### src/ueng_pkg.sv
////////////////////////////////////////////////////////////////////////
// Purpose: shared constants and types for the usb endpoint engine
// Assumes: byte-wide sram port, packet-level serial engine in front
// Notes  : one eight-byte descriptor slot per endpoint, two per address
////////////////////////////////////////////////////////////////////////
package ueng_pkg;
    // endpoint addressing and descriptor layout
    localparam int          EP_N       = 16;
    localparam int          DESC_N     = 7;
    localparam logic [2:0]  DESC_LAST  = 3'h6;
    localparam logic [2:0]  D_CTRL     = 3'h0;
    localparam logic [2:0]  D_PTR_LO   = 3'h3;
    localparam logic [2:0]  D_PTR_HI   = 3'h4;
    localparam logic [2:0]  D_CNT_LO   = 3'h5;
    localparam logic [2:0]  D_CNT_HI   = 3'h6;
    // control byte fields
    localparam int          CF_TYPE    = 6;
    localparam int          CF_MP      = 4;
    localparam int          CF_STALL   = 3;
    localparam int          CF_TGL     = 0;
    localparam int          MAXP_W     = 10;
    // completion queue
    localparam int          TCQ_DEPTH  = 8;
    localparam logic [3:0]  TCQ_FULL   = 4'h8;
    // bus idle time before suspend, and core clock rate
    localparam int          SUSP_US    = 3000;
    localparam int          CLK_MHZ    = 25;

    typedef enum logic [1:0] {
        XT_CTRL, XT_INT, XT_BULK, XT_ISO
    } ueng_xtype_t;

    typedef enum logic [1:0] {
        PID_OUT, PID_IN, PID_SETUP
    } ueng_pid_t;

    typedef struct packed {
        logic       valid;
        ueng_pid_t  kind;
        logic [3:0] ep;
    } ueng_tok_t;

    typedef struct packed {
        logic       valid;
        logic       last;
        logic       empty;
        logic       data1;
        logic [7:0] data;
    } ueng_tx_t;

    typedef struct packed {
        logic valid;
        logic stall;
    } ueng_hs_t;

    typedef struct packed {
        logic [3:0] ep;
        logic       dir;
        logic       bank;
    } ueng_tc_t;
endpackage

### src/ueng_core.sv
////////////////////////////////////////////////////////////////////////
// Purpose: usb device endpoint engine, descriptor and payload mover
// Assumes: serial engine hands over tokens and byte streams; sram ack
//          comes at least one cycle after request and only while asked
// Notes  : all endpoint state except bank bits lives in sram
//
// What this block does
// - full or low speed usb device
// - sixteen addresses, one in, one out each
// - per-address control, interrupt, bulk, isochronous type
// - per-endpoint max payload up to 1023 bytes
// - no local endpoint storage; descriptors in sram
// - engine fetches descriptor and moves payload bytes
// - ping-pong uses both endpoints in one direction
// - multi-packet splits payload without software action
// - completed transactions queued first in first out
// - suspend allows sleep, resume wakes system
// - usb clock choice independent of system clock
// - activity signals go to event routing
////////////////////////////////////////////////////////////////////////
`timescale 1ns/100ps
`default_nettype none

module ueng_core
    import ueng_pkg::*;
#(
    parameter int unsigned SUSP_CYC = SUSP_US * CLK_MHZ
) (
    input  wire logic            core_clk,
    input  wire logic            sys_rst,
    input  wire logic            low_speed,
    input  wire logic [1:0]      clk_src_sel,
    input  wire logic [15:0]     desc_base,
    input  wire logic [EP_N-1:0] pp_en,
    input  wire ueng_tok_t       tok_i,
    input  wire logic            rx_valid,
    input  wire logic [7:0]      rx_data,
    input  wire logic            rx_end,
    output logic                 rx_ready,
    output ueng_tx_t             tx_o,
    input  wire logic            tx_ready,
    input  wire logic            in_ack,
    input  wire logic            in_fail,
    output ueng_hs_t             hs_o,
    output logic                 mem_req,
    output logic                 mem_we,
    output logic [15:0]          mem_addr,
    output logic [7:0]           mem_wdata,
    input  wire logic            mem_ack,
    input  wire logic [7:0]      mem_rdata,
    output logic                 tc_valid,
    output ueng_tc_t             tc_entry,
    input  wire logic            tc_pop,
    output logic                 evt_tc,
    output logic                 evt_setup,
    input  wire logic            line_idle,
    output logic                 sleep_ok,
    output logic                 wake,
    output logic                 link_ls,
    output logic [1:0]           usb_clk_sel
);

    typedef enum logic [2:0] {
        S_IDLE, S_FETCH, S_DEC, S_TXRD, S_TXSEND, S_WAITACK, S_RXW, S_WB
    } ueng_state_t;

    localparam logic [16:0] SUSP_LAST = 17'(SUSP_CYC - 1);

    ueng_state_t      st_r;
    ueng_tok_t        tok_r;
    logic             slot_r;
    logic [2:0]       idx_r;
    logic [9:0]       off_r;
    logic [7:0]       desc_r [DESC_N];
    logic [EP_N-1:0]  bank_r;
    logic             mem_req_r;
    logic             mem_we_r;
    logic [15:0]      mem_addr_r;
    logic [7:0]       mem_wdata_r;
    logic             rx_ready_r;
    ueng_tx_t         tx_r;
    ueng_hs_t         hs_r;
    logic             evt_tc_r;
    logic             evt_setup_r;
    ueng_tc_t         tcq_r [TCQ_DEPTH];
    logic [2:0]       tcq_wp_r;
    logic [2:0]       tcq_rp_r;
    logic [3:0]       tcq_cnt_r;
    logic             tc_valid_r;
    ueng_tc_t         tc_entry_r;
    logic [16:0]      idle_cnt_r;
    logic             sleep_ok_r;
    logic             wake_r;
    logic             link_ls_r;
    logic [1:0]       clk_sel_r;

    ////////////////////////////////////////////////////////////////////
    // descriptor field decode
    wire logic        ack      = mem_req_r & mem_ack;
    wire logic        is_in    = (tok_r.kind == PID_IN);
    wire logic        is_setup = (tok_r.kind == PID_SETUP);
    wire ueng_xtype_t xtype    = ueng_xtype_t'(desc_r[D_CTRL][CF_TYPE +: 2]);
    wire logic        is_iso   = (xtype == XT_ISO);
    wire logic        mp       = desc_r[D_CTRL][CF_MP];
    wire logic        stall    = desc_r[D_CTRL][CF_STALL];
    wire logic        tgl      = desc_r[D_CTRL][CF_TGL];
    wire logic [9:0]  maxp     = {desc_r[2][1:0], desc_r[1]};
    wire logic [15:0] ptr      = {desc_r[D_PTR_HI], desc_r[D_PTR_LO]};
    wire logic [9:0]  cnt      = {desc_r[D_CNT_HI][1:0], desc_r[D_CNT_LO]};

    // packet limit: in and multi-packet are bounded by what remains
    wire logic        use_cnt  = is_in | mp;
    wire logic [9:0]  lim      = (use_cnt && cnt < maxp) ? cnt : maxp;
    wire logic [9:0]  xfer     = is_in ? lim : off_r;
    wire logic        short_pk = (xfer < maxp);

    // write-back values; multi-packet walks the pointer forward
    wire logic [15:0] ptr_new  = mp ? ptr + {6'h00, xfer} : ptr;
    wire logic [9:0]  cnt_new  = mp ? cnt - xfer : (is_in ? cnt : off_r);
    wire logic        done     = !mp || short_pk || cnt_new == 10'h000;
    wire logic        tgl_new  = is_iso ? tgl : (is_setup | ~tgl);
    wire logic [7:0]  wb_data  =
        (idx_r == D_CTRL)   ? {desc_r[D_CTRL][7:1], tgl_new} :
        (idx_r == D_PTR_LO) ? ptr_new[7:0] :
        (idx_r == D_PTR_HI) ? ptr_new[15:8] :
        (idx_r == D_CNT_LO) ? cnt_new[7:0] :
        (idx_r == D_CNT_HI) ? {desc_r[D_CNT_HI][7:2], cnt_new[9:8]} :
                              desc_r[idx_r];

    // slot choice: ping-pong follows the bank bit, else the direction
    wire logic        tok_in   = (tok_i.kind == PID_IN);
    wire logic        slot_sel = pp_en[tok_i.ep] ? bank_r[tok_i.ep]
                                                 : tok_in;
    wire logic [15:0] desc_adr = desc_base
                                 + {8'h00, tok_r.ep, slot_r, idx_r};
    wire logic [15:0] data_adr = ptr + {6'h00, off_r};
    wire logic        wb_end   = (st_r == S_WB) && ack
                                 && (idx_r == DESC_LAST);
    wire logic        push     = wb_end && done;

    ////////////////////////////////////////////////////////////////////
    // transaction sequencer: fetch, move payload, write back
    always_ff @(posedge core_clk or posedge sys_rst) begin
        if (sys_rst) begin
            st_r        <= S_IDLE;
            tok_r       <= '0;
            slot_r      <= 1'b0;
            idx_r       <= 3'h0;
            off_r       <= 10'h000;
            mem_req_r   <= 1'b0;
            mem_we_r    <= 1'b0;
            mem_addr_r  <= 16'h0000;
            mem_wdata_r <= 8'h00;
            rx_ready_r  <= 1'b0;
            tx_r        <= '0;
            hs_r        <= '0;
            evt_setup_r <= 1'b0;
        end else begin
            hs_r        <= '0;
            evt_setup_r <= 1'b0;
            if (ack) begin
                mem_req_r <= 1'b0;
            end
            case (st_r)
                S_IDLE: if (tok_i.valid) begin
                    tok_r       <= tok_i;
                    slot_r      <= slot_sel;
                    idx_r       <= 3'h0;
                    off_r       <= 10'h000;
                    evt_setup_r <= (tok_i.kind == PID_SETUP);
                    st_r        <= S_FETCH;
                end
                S_FETCH: begin
                    if (!mem_req_r) begin
                        mem_req_r  <= 1'b1;
                        mem_we_r   <= 1'b0;
                        mem_addr_r <= desc_adr;
                    end
                    if (ack) begin
                        idx_r <= idx_r + 3'h1;
                        if (idx_r == DESC_LAST) begin
                            idx_r <= 3'h0;
                            st_r  <= S_DEC;
                        end
                    end
                end
                // a stalled endpoint refuses all but setup
                S_DEC: if (stall && !is_setup) begin
                    hs_r <= '{valid: 1'b1, stall: 1'b1};
                    st_r <= S_IDLE;
                end else if (!is_in) begin
                    rx_ready_r <= 1'b1;
                    st_r       <= S_RXW;
                end else if (lim == 10'h000) begin
                    tx_r <= '{valid: 1'b1, last: 1'b1, empty: 1'b1,
                              data1: tgl, data: 8'h00};
                    st_r <= S_TXSEND;
                end else begin
                    st_r <= S_TXRD;
                end
                S_TXRD: begin
                    if (!mem_req_r) begin
                        mem_req_r  <= 1'b1;
                        mem_we_r   <= 1'b0;
                        mem_addr_r <= data_adr;
                    end
                    if (ack) begin
                        tx_r <= '{valid: 1'b1,
                                  last: (off_r + 10'h001) == lim,
                                  empty: 1'b0, data1: tgl,
                                  data: mem_rdata};
                        st_r <= S_TXSEND;
                    end
                end
                S_TXSEND: if (tx_ready) begin
                    tx_r.valid <= 1'b0;
                    off_r      <= off_r + 10'h001;
                    if (!tx_r.last) begin
                        st_r <= S_TXRD;
                    end else if (is_iso) begin
                        st_r <= S_WB;
                    end else begin
                        st_r <= S_WAITACK;
                    end
                end
                S_WAITACK: if (in_ack) begin
                    st_r <= S_WB;
                end else if (in_fail) begin
                    st_r <= S_IDLE;
                end
                // bytes past the limit are taken and dropped
                S_RXW: begin
                    if (rx_valid && rx_ready_r) begin
                        if (off_r < lim) begin
                            rx_ready_r  <= 1'b0;
                            mem_req_r   <= 1'b1;
                            mem_we_r    <= 1'b1;
                            mem_addr_r  <= data_adr;
                            mem_wdata_r <= rx_data;
                        end
                    end else if (rx_end && rx_ready_r) begin
                        rx_ready_r <= 1'b0;
                        hs_r       <= '{valid: !is_iso, stall: 1'b0};
                        st_r       <= S_WB;
                    end
                    if (ack) begin
                        rx_ready_r <= 1'b1;
                        off_r      <= off_r + 10'h001;
                    end
                end
                S_WB: begin
                    if (!mem_req_r) begin
                        mem_req_r   <= 1'b1;
                        mem_we_r    <= 1'b1;
                        mem_addr_r  <= desc_adr;
                        mem_wdata_r <= wb_data;
                    end
                    if (ack) begin
                        idx_r <= idx_r + 3'h1;
                        if (idx_r == DESC_LAST) begin
                            st_r <= S_IDLE;
                        end
                    end
                end
                default: st_r <= S_IDLE;
            endcase
        end
    end

    // descriptor copy is plain data, so it carries no reset
    always_ff @(posedge core_clk) begin
        if (st_r == S_FETCH && ack) begin
            desc_r[idx_r] <= mem_rdata;
        end
    end

    ////////////////////////////////////////////////////////////////////
    // bank bits and completion events
    always_ff @(posedge core_clk or posedge sys_rst) begin
        if (sys_rst) begin
            bank_r   <= '0;
            evt_tc_r <= 1'b0;
        end else begin
            evt_tc_r <= push;
            if (wb_end && pp_en[tok_r.ep]) begin
                bank_r[tok_r.ep] <= ~bank_r[tok_r.ep];
            end
        end
    end

    ////////////////////////////////////////////////////////////////////
    // completion queue; head is registered so outputs stay clean
    wire logic       tc_pop_ok = tc_pop & tc_valid_r;
    wire logic       push_ok   = push & (tcq_cnt_r != TCQ_FULL | tc_pop_ok);
    wire ueng_tc_t   tc_new    = '{ep: tok_r.ep, dir: is_in, bank: slot_r};
    wire logic [2:0] rp_nxt    = tcq_rp_r + {2'h0, tc_pop_ok};
    wire logic [3:0] cnt_nxt   = tcq_cnt_r + {3'h0, push_ok}
                                 - {3'h0, tc_pop_ok};
    wire logic       to_empty  = (tcq_cnt_r == {3'h0, tc_pop_ok});
    wire ueng_tc_t   head_nxt  = (push_ok && to_empty) ? tc_new
                                                       : tcq_r[rp_nxt];

    always_ff @(posedge core_clk) begin
        if (push_ok) begin
            tcq_r[tcq_wp_r] <= tc_new;
        end
    end

    always_ff @(posedge core_clk or posedge sys_rst) begin
        if (sys_rst) begin
            tcq_wp_r   <= 3'h0;
            tcq_rp_r   <= 3'h0;
            tcq_cnt_r  <= 4'h0;
            tc_valid_r <= 1'b0;
            tc_entry_r <= '0;
        end else begin
            tcq_wp_r   <= tcq_wp_r + {2'h0, push_ok};
            tcq_rp_r   <= rp_nxt;
            tcq_cnt_r  <= cnt_nxt;
            tc_valid_r <= (cnt_nxt != 4'h0);
            tc_entry_r <= head_nxt;
        end
    end

    ////////////////////////////////////////////////////////////////////
    // suspend detect and resume wake; line level is already synchronous
    always_ff @(posedge core_clk or posedge sys_rst) begin
        if (sys_rst) begin
            idle_cnt_r <= 17'h00000;
            sleep_ok_r <= 1'b0;
            wake_r     <= 1'b0;
            link_ls_r  <= 1'b0;
            clk_sel_r  <= 2'h0;
        end else begin
            wake_r    <= sleep_ok_r && !line_idle;
            link_ls_r <= low_speed;
            clk_sel_r <= clk_src_sel;
            if (!line_idle) begin
                idle_cnt_r <= 17'h00000;
                sleep_ok_r <= 1'b0;
            end else if (idle_cnt_r == SUSP_LAST) begin
                sleep_ok_r <= 1'b1;
            end else begin
                idle_cnt_r <= idle_cnt_r + 17'h00001;
            end
        end
    end

    assign rx_ready    = rx_ready_r;
    assign tx_o        = tx_r;
    assign hs_o        = hs_r;
    assign mem_req     = mem_req_r;
    assign mem_we      = mem_we_r;
    assign mem_addr    = mem_addr_r;
    assign mem_wdata   = mem_wdata_r;
    assign tc_valid    = tc_valid_r;
    assign tc_entry    = tc_entry_r;
    assign evt_tc      = evt_tc_r;
    assign evt_setup   = evt_setup_r;
    assign sleep_ok    = sleep_ok_r;
    assign wake        = wake_r;
    assign link_ls     = link_ls_r;
    assign usb_clk_sel = clk_sel_r;

    ////////////////////////////////////////////////////////////////////
    // checks
    property p_fetch_adr;
        @(posedge core_clk) disable iff (sys_rst)
        (st_r == S_FETCH && mem_req_r) |->
            mem_addr_r == desc_base + {8'h00, tok_r.ep, slot_r, idx_r};
    endproperty
    a_fetch_adr: assert property (p_fetch_adr)
        else $error("descriptor fetch address wrong");

    property p_fetch_end;
        @(posedge core_clk) disable iff (sys_rst)
        (st_r == S_FETCH && ack && idx_r == DESC_LAST) |=> st_r == S_DEC;
    endproperty
    a_fetch_end: assert property (p_fetch_end)
        else $error("fetch did not stop after last byte");

    property p_len_cap;
        @(posedge core_clk) disable iff (sys_rst)
        (tx_r.valid && !tx_r.empty) |-> off_r < maxp;
    endproperty
    a_len_cap: assert property (p_len_cap)
        else $error("in packet longer than max payload");

    property p_mp_quiet;
        @(posedge core_clk) disable iff (sys_rst)
        (wb_end && mp && !short_pk && cnt_new != 10'h000) |=> !evt_tc_r;
    endproperty
    a_mp_quiet: assert property (p_mp_quiet)
        else $error("completion on mid multi-packet");

    property p_tc_push;
        @(posedge core_clk) disable iff (sys_rst)
        push_ok |=> tc_valid_r ##0 evt_tc_r;
    endproperty
    a_tc_push: assert property (p_tc_push)
        else $error("completion not queued");

    property p_pp_flip;
        @(posedge core_clk) disable iff (sys_rst)
        (wb_end && pp_en[tok_r.ep]) |=> bank_r != $past(bank_r);
    endproperty
    a_pp_flip: assert property (p_pp_flip)
        else $error("bank did not flip");

    property p_wake;
        @(posedge core_clk) disable iff (sys_rst)
        (sleep_ok_r && !line_idle) |=> (wake_r && !sleep_ok_r) ##1 !wake_r;
    endproperty
    a_wake: assert property (p_wake)
        else $error("resume wake missing");

    property p_setup_tgl;
        @(posedge core_clk) disable iff (sys_rst)
        (st_r == S_WB && is_setup && idx_r == D_CTRL && mem_req_r)
            |-> mem_wdata_r[CF_TGL];
    endproperty
    a_setup_tgl: assert property (p_setup_tgl)
        else $error("setup did not set next toggle");

endmodule

`default_nettype wire

### config.mk
export PLATFORM = sky130hd
export DESIGN_NAME = ueng_core
export DESIGN_NICKNAME = d
export VERILOG_FILES = /design/src/ueng_pkg.sv /design/src/ueng_core.sv
export SDC_FILE = /design/constraint.sdc
export NUM_CORES = 1
export LEC_CHECK = 0
export BUFFER_PORTS_ARGS = -buffer_cell sky130_fd_sc_hd__buf_2
export CORE_MARGIN = 2
export CORE_UTILIZATION = 55
export CTS_CLUSTER_SIZE = 25
export DETAILED_ROUTE_END_ITERATION = 10
export PLACE_DENSITY = 0.71
export SYNTH_ARGS = -nofsm -noshare
export SYNTH_HDL_FRONTEND = slang
export SYNTH_SLANG_ARGS = --single-unit
### constraint.sdc
create_clock -name core_clk -period 8.1 [get_ports core_clk]
set_clock_uncertainty 0.1 [all_clocks]
set_input_delay 0.81 -clock core_clk [delete_from_list [all_inputs] [get_ports core_clk]]
set_output_delay 0.81 -clock core_clk [all_outputs]
set_load 0.01 [all_outputs]
; After elaboration in Yosys (flattened, before gate mapping)
; Memory sizes are Yosys's and may differ from the RTL's.
; Index checks and enable logic that the tools add are counted.
[totals]
mem_bits_rw = 104
inputBits = 68
elab_cells = 246
mem_count = 2
ff_bits = 121
out_inout_bits = 55
[memory_table]
columns = memory, depth, word_bits, read_ports, rd_clocked_by_memory_dff, wr, line_no
row1 = desc_r, 7, 8, 8, 0, 1, ueng_core.sv:74  ; logic [7:0] desc_r [DESC_N];
row2 = tcq_r, 8, 6, 1, 0, 1, ueng_core.sv:85  ; ueng_tc_t tcq_r [TCQ_DEPTH];
[op_classes]
reduce_logical = 44
n_eq_ne = 45
add_sub_neg = 11
n_bitwise = 8
n_mux = 97
order_cmp = 6
[op_table]
columns = cell, count
row1 = $mux 16, 5
row2 = $mux 10, 7
row3 = $mux 8, 8
row4 = $mux 3, 19
row5 = $mux 12, 4
row6 = $pmux 16 s3, 1
row7 = $ne 2x2->1 const B, 20
row8 = $mux 17, 2
row9 = $add 16x10->16, 2
row10 = $lt 10x10->1, 3
row11 = $mux 1, 30
row12 = $pmux 10 s3, 1
row13 = $pmux 3 s8, 1
row14 = $pmux 11 s2, 1
row15 = $eq 3x3->1 const B, 7
row16 = $logic_not 10->1, 2
row17 = $reduce_and 5->1, 4
row18 = $add 17x1->17 const B, 1
row19 = $eq 17x17->1 const B, 1
row20 = $add 16x8->16, 1
row21 = $bmux 1 s4, 4
row22 = $bwmux 16, 1
row23 = $pmux 8 s2, 1
row24 = $reduce_bool 3->1, 5
row25 = other kinds (39), 80

; Logic depth before layout (Yosys ltp)
[logic_depth]
word_depth = 14
depth_mapped = 27
ltp_nobuf = 26

; Worst setup path before layout
; OpenSTA, ideal clock, no wires.
[synth_timing]
kind = register to register
from = memory desc_r[5][7]
to = register tc_valid_r (netlist: tc_valid)
path_buffers = 1
synth_period_minus_slack_ps = 6071
path_slack_ps = 2029
setup_time_ps = 138
required_ps = 7862
t_arrival_ps = 5833
path_stages_with_launch = 23
path_cell_list = edfxtp_1 ha_1 a21o_1 a21oi_1 a21boi_0 a221oi_1 buf_2 mux2i_1 o21ai_0 inv_1 fa_1 a211oi_2 o21bai_1 a2111oi_0 nor3_1 xor2_1 a211oi_2 a21oi_2 nand2_1 o31ai_1 ha_1 fa_1 or4_1
[synth_lines]
columns = element, line_no
row1 = "start, declared", ueng_core.sv:74
row2 = "end signal, assigned", ueng_core.sv:320  ; tc_valid_r <= (cnt_nxt != 4'h0);
row3 = "end, declared", ueng_core.sv:89  ; logic tc_valid_r;

==> impl_results.md <==
* Status: finished, final reports clean
* Drc violations at 0
* Final setup fails at 0
* Worst-path clk slew at 60 ps
* IO Count at 123
* Htree depth at 1
* Ant diodes at 0
* CTS buffer count at 27
* Final Max Tran Viols at 0
* Largest net degree at the start of global routing at 67
* Commonest non-fill, non-tap cell in the layout: nand2_1
* Yosys cell types at 73
* Die Y at 164.6 um
* Initial antenna violation count at 0
* DP Area at 15120 um^2
* Most frequent cells in the layout: nand2_1 (136), buf_2 (122), dfrtp_1 (121)
* CTS tree: yes
* Avg Cell Area, Syn at 10.54 um^2
* Fin crit period at 6740 ps
* Critical Path AT at 7060 ps
* Peak supply drop at 0.0002165 V
* Final GP Congestion at 0.9886
* Rel. slew slack at 0.1807
* Number of synthesized flops with an enable pin at 112
* DRT iter0 DRCs at 1237
* Core Util, Final at 0.6337
* Tot GR Track Use at 0.3103
* Initial Utilization at 0.5617
* Number of global-route vias before repair at 10820
* Sequential fraction of the synthesis area at 0.4505
* Hold Fails Final Rpt at 0
* CTS resizes at 0
* F_max at 148.4 MHz
* Total power at 0.004957 W
* Remaining antenna violation count after routing at 0
* DRT Pass-1 Iters at 5
* Mapped Nets at 1500
* # rows at 58
* Hold crit path type: input port to async pin
* YS warnings at 0
* Later-pin clock latency in the skew report at 550 ps
* Ys async rst share at 0.5193
* RSZ-0062 raised after global routing: no
* Setup bufs post-CTS at 0
* Global route overflow at 0
* Global-route wire length before repair at 63.40 mm
* Clock tree buffer depth at 3
* Top area cells in the synthesized netlist: edfxtp_1 (24%), dfrtp_1 (21%), ha_1 (7.1%), mux4_2 (6.5%), nand2_1 (3.6%)
* Worst Setup Start Kind: flip-flop
* Hold_buf cts at 0
* Post-DP HPWL at 30.72 mm
* Power Dens Cells at 309.8 nW/um^2
* Core area at 25250 um^2
* Yosys reg bits at 233
* Top cell type by total area after synthesis: edfxtp_1
* Cell area after synthesis at 14190 um^2
* R2R setup slack at 1360 ps
* Post-Synthesis Cells at 1346
* Post-Route Setup TNS at 0 ps
* Post-route cell area at 16000 um^2
* Max_cap viols at 0
* Via count of the routed design at 11250
* Fraction of final layout cells sized beyond drive strength 1 at 0.1883
* Actual slew at the worst max-slew pin at 1212 ps
* TritonCTS Sinks at 233
* Die ar. at 27090 um^2
* Leakage at 6.525 nW
* Total wire length at 41.50 mm
* Worst Path Class, Setup: flip-flop to flip-flop
* Crit path capture type: flip-flop
* WP data required at 8420 ps
* Fill count at 2061
* Yosys top cell area share at 0.2371
* Post-synth top flop: dfrtp_1
* # nets final at 1609
* CP max FO at 8
* CTS root buffer: clkbuf_16
* Via density per instance at 6.226
* Synth-to-Final Area Change at 12.81%
* Die Wd at 164.6 um
* Buffers on Ports at 122
* Wire per inst at 22.98 um
* Tcrit/Tclk final at 0.8321
-- layout make-up --
class	count	area, um^2	area share
clock buffers	29	683.2	0.04269
inverters	57	216.5	0.01353
flip-flops and latches	233	6391	0.3994
clock inverters	21	188.9	0.01181
multi-input cells	996	7365	0.4602
repair buffers	140	745.7	0.04660
well taps	330	412.9	0.02580
-- layer usage --
| layer | wire [um] | share of wire | up-vias | track usage |
|---|---|---|---|---|
| li1 | - | - | 5200 | - |
| met1 | 17750 | 0.43 | 5457 | 0.4467 |
| met2 | 18820 | 0.45 | 521 | 0.4817 |
| met3 | 3891 | 0.094 | 67 | 0.06128 |
| met4 | 1043 | 0.025 | 0 | 0.08577 |
| met5 | 0 | 0 | - | 0 |
-- sequential cells by signal, indices dropped and copies added (netlist names), 2 cells and up --
signal and flops:
desc_r 64, tcq_r 48, idle_cnt_r 17, bank_r 16, mem_addr 16, tx_o 12, off_r 10, mem_wdata 8
tc_entry 6, tc_new 4, tcq_cnt_r 4, idx_r 3, st_r 3, tcq_rp_r 3, tcq_wp_r 3, hs_o 2
tok_r 2, usb_clk_sel 2
-- cells by family after synthesis --
logic type               share of synthesized area
XOR/XNOR                                   0.04322
multiplexers                                0.1164
flip-flops                                  0.4505
adder cells (fa/ha/maj)                    0.07850
AND/OR/NAND/NOR                             0.1496
AO/OA/AOI/OAI                               0.1301
buffers and inverters                      0.03166
-- critical path: stages (launching register included) --
cell,delay (ps)
edfxtp_1,490
ha_1,350
a21o_1,160
a21oi_1,190
a21boi_0,170
a221oi_2,370
mux2i_1,200
o21ai_0,520
inv_1,170
fa_1,500
a211oi_2,260
o21bai_1,160
a2111oi_0,490
nor3_1,150
xor2_1,210
a211oi_2,110
a21oi_2,480
nand2_1,220
o31ai_1,120
ha_1,230
fa_1,440
or4_1,520
-- power by group --
group / switching, W / internal (W)
logic: 0.00128 / 0.000848
clock network: 0.000512 / 0.000681
registers: 0.000185 / 0.00145
-- synth_stat cells (38+ instances only) --
master / n
edfxtp_1: 112
nand2_1: 136
nand3_1: 44
mux4_2: 41
inv_1: 55
a21oi_1: 68
mux2_2: 38
xnor2_1: 49
o21ai_0: 96
dfrtp_1: 121
nor2_1: 107
clkbuf_1: 51
ha_1: 81
-- path summary, 6_finish.rpt --
check                                 end  cells past startpoint            from
setup / recovery                 tc_valid                     21    desc_r[5][7]
hold / removal                  bank_r[8]                      2         sys_rst
setup reg to reg                 tc_valid                     21    desc_r[5][7]
hold reg to reg                   tx_o[3]                      2         tx_o[3]
max in group asynchronous    mem_addr[12]                      3         sys_rst
min in group core_clk      usb_clk_sel[0]                      1  clk_src_sel[0]
-- per-stage QoR --
| stage | hold WS (ps) | setup slack, ps | instances |
|---|---|---|---|
| floorplan | 392.2 | 2029 | 1346 |
| global route | 240.9 | 824.2 | 1806 |
| finish | 265.8 | 1360 | 1806 |
| global placement | 361.1 | 1617 | 1756 |
| CTS | 240.7 | 1477 | 1806 |
| detailed placement | 364.4 | 1512 | 1756 |
Power figures use the tool's default switching activity.
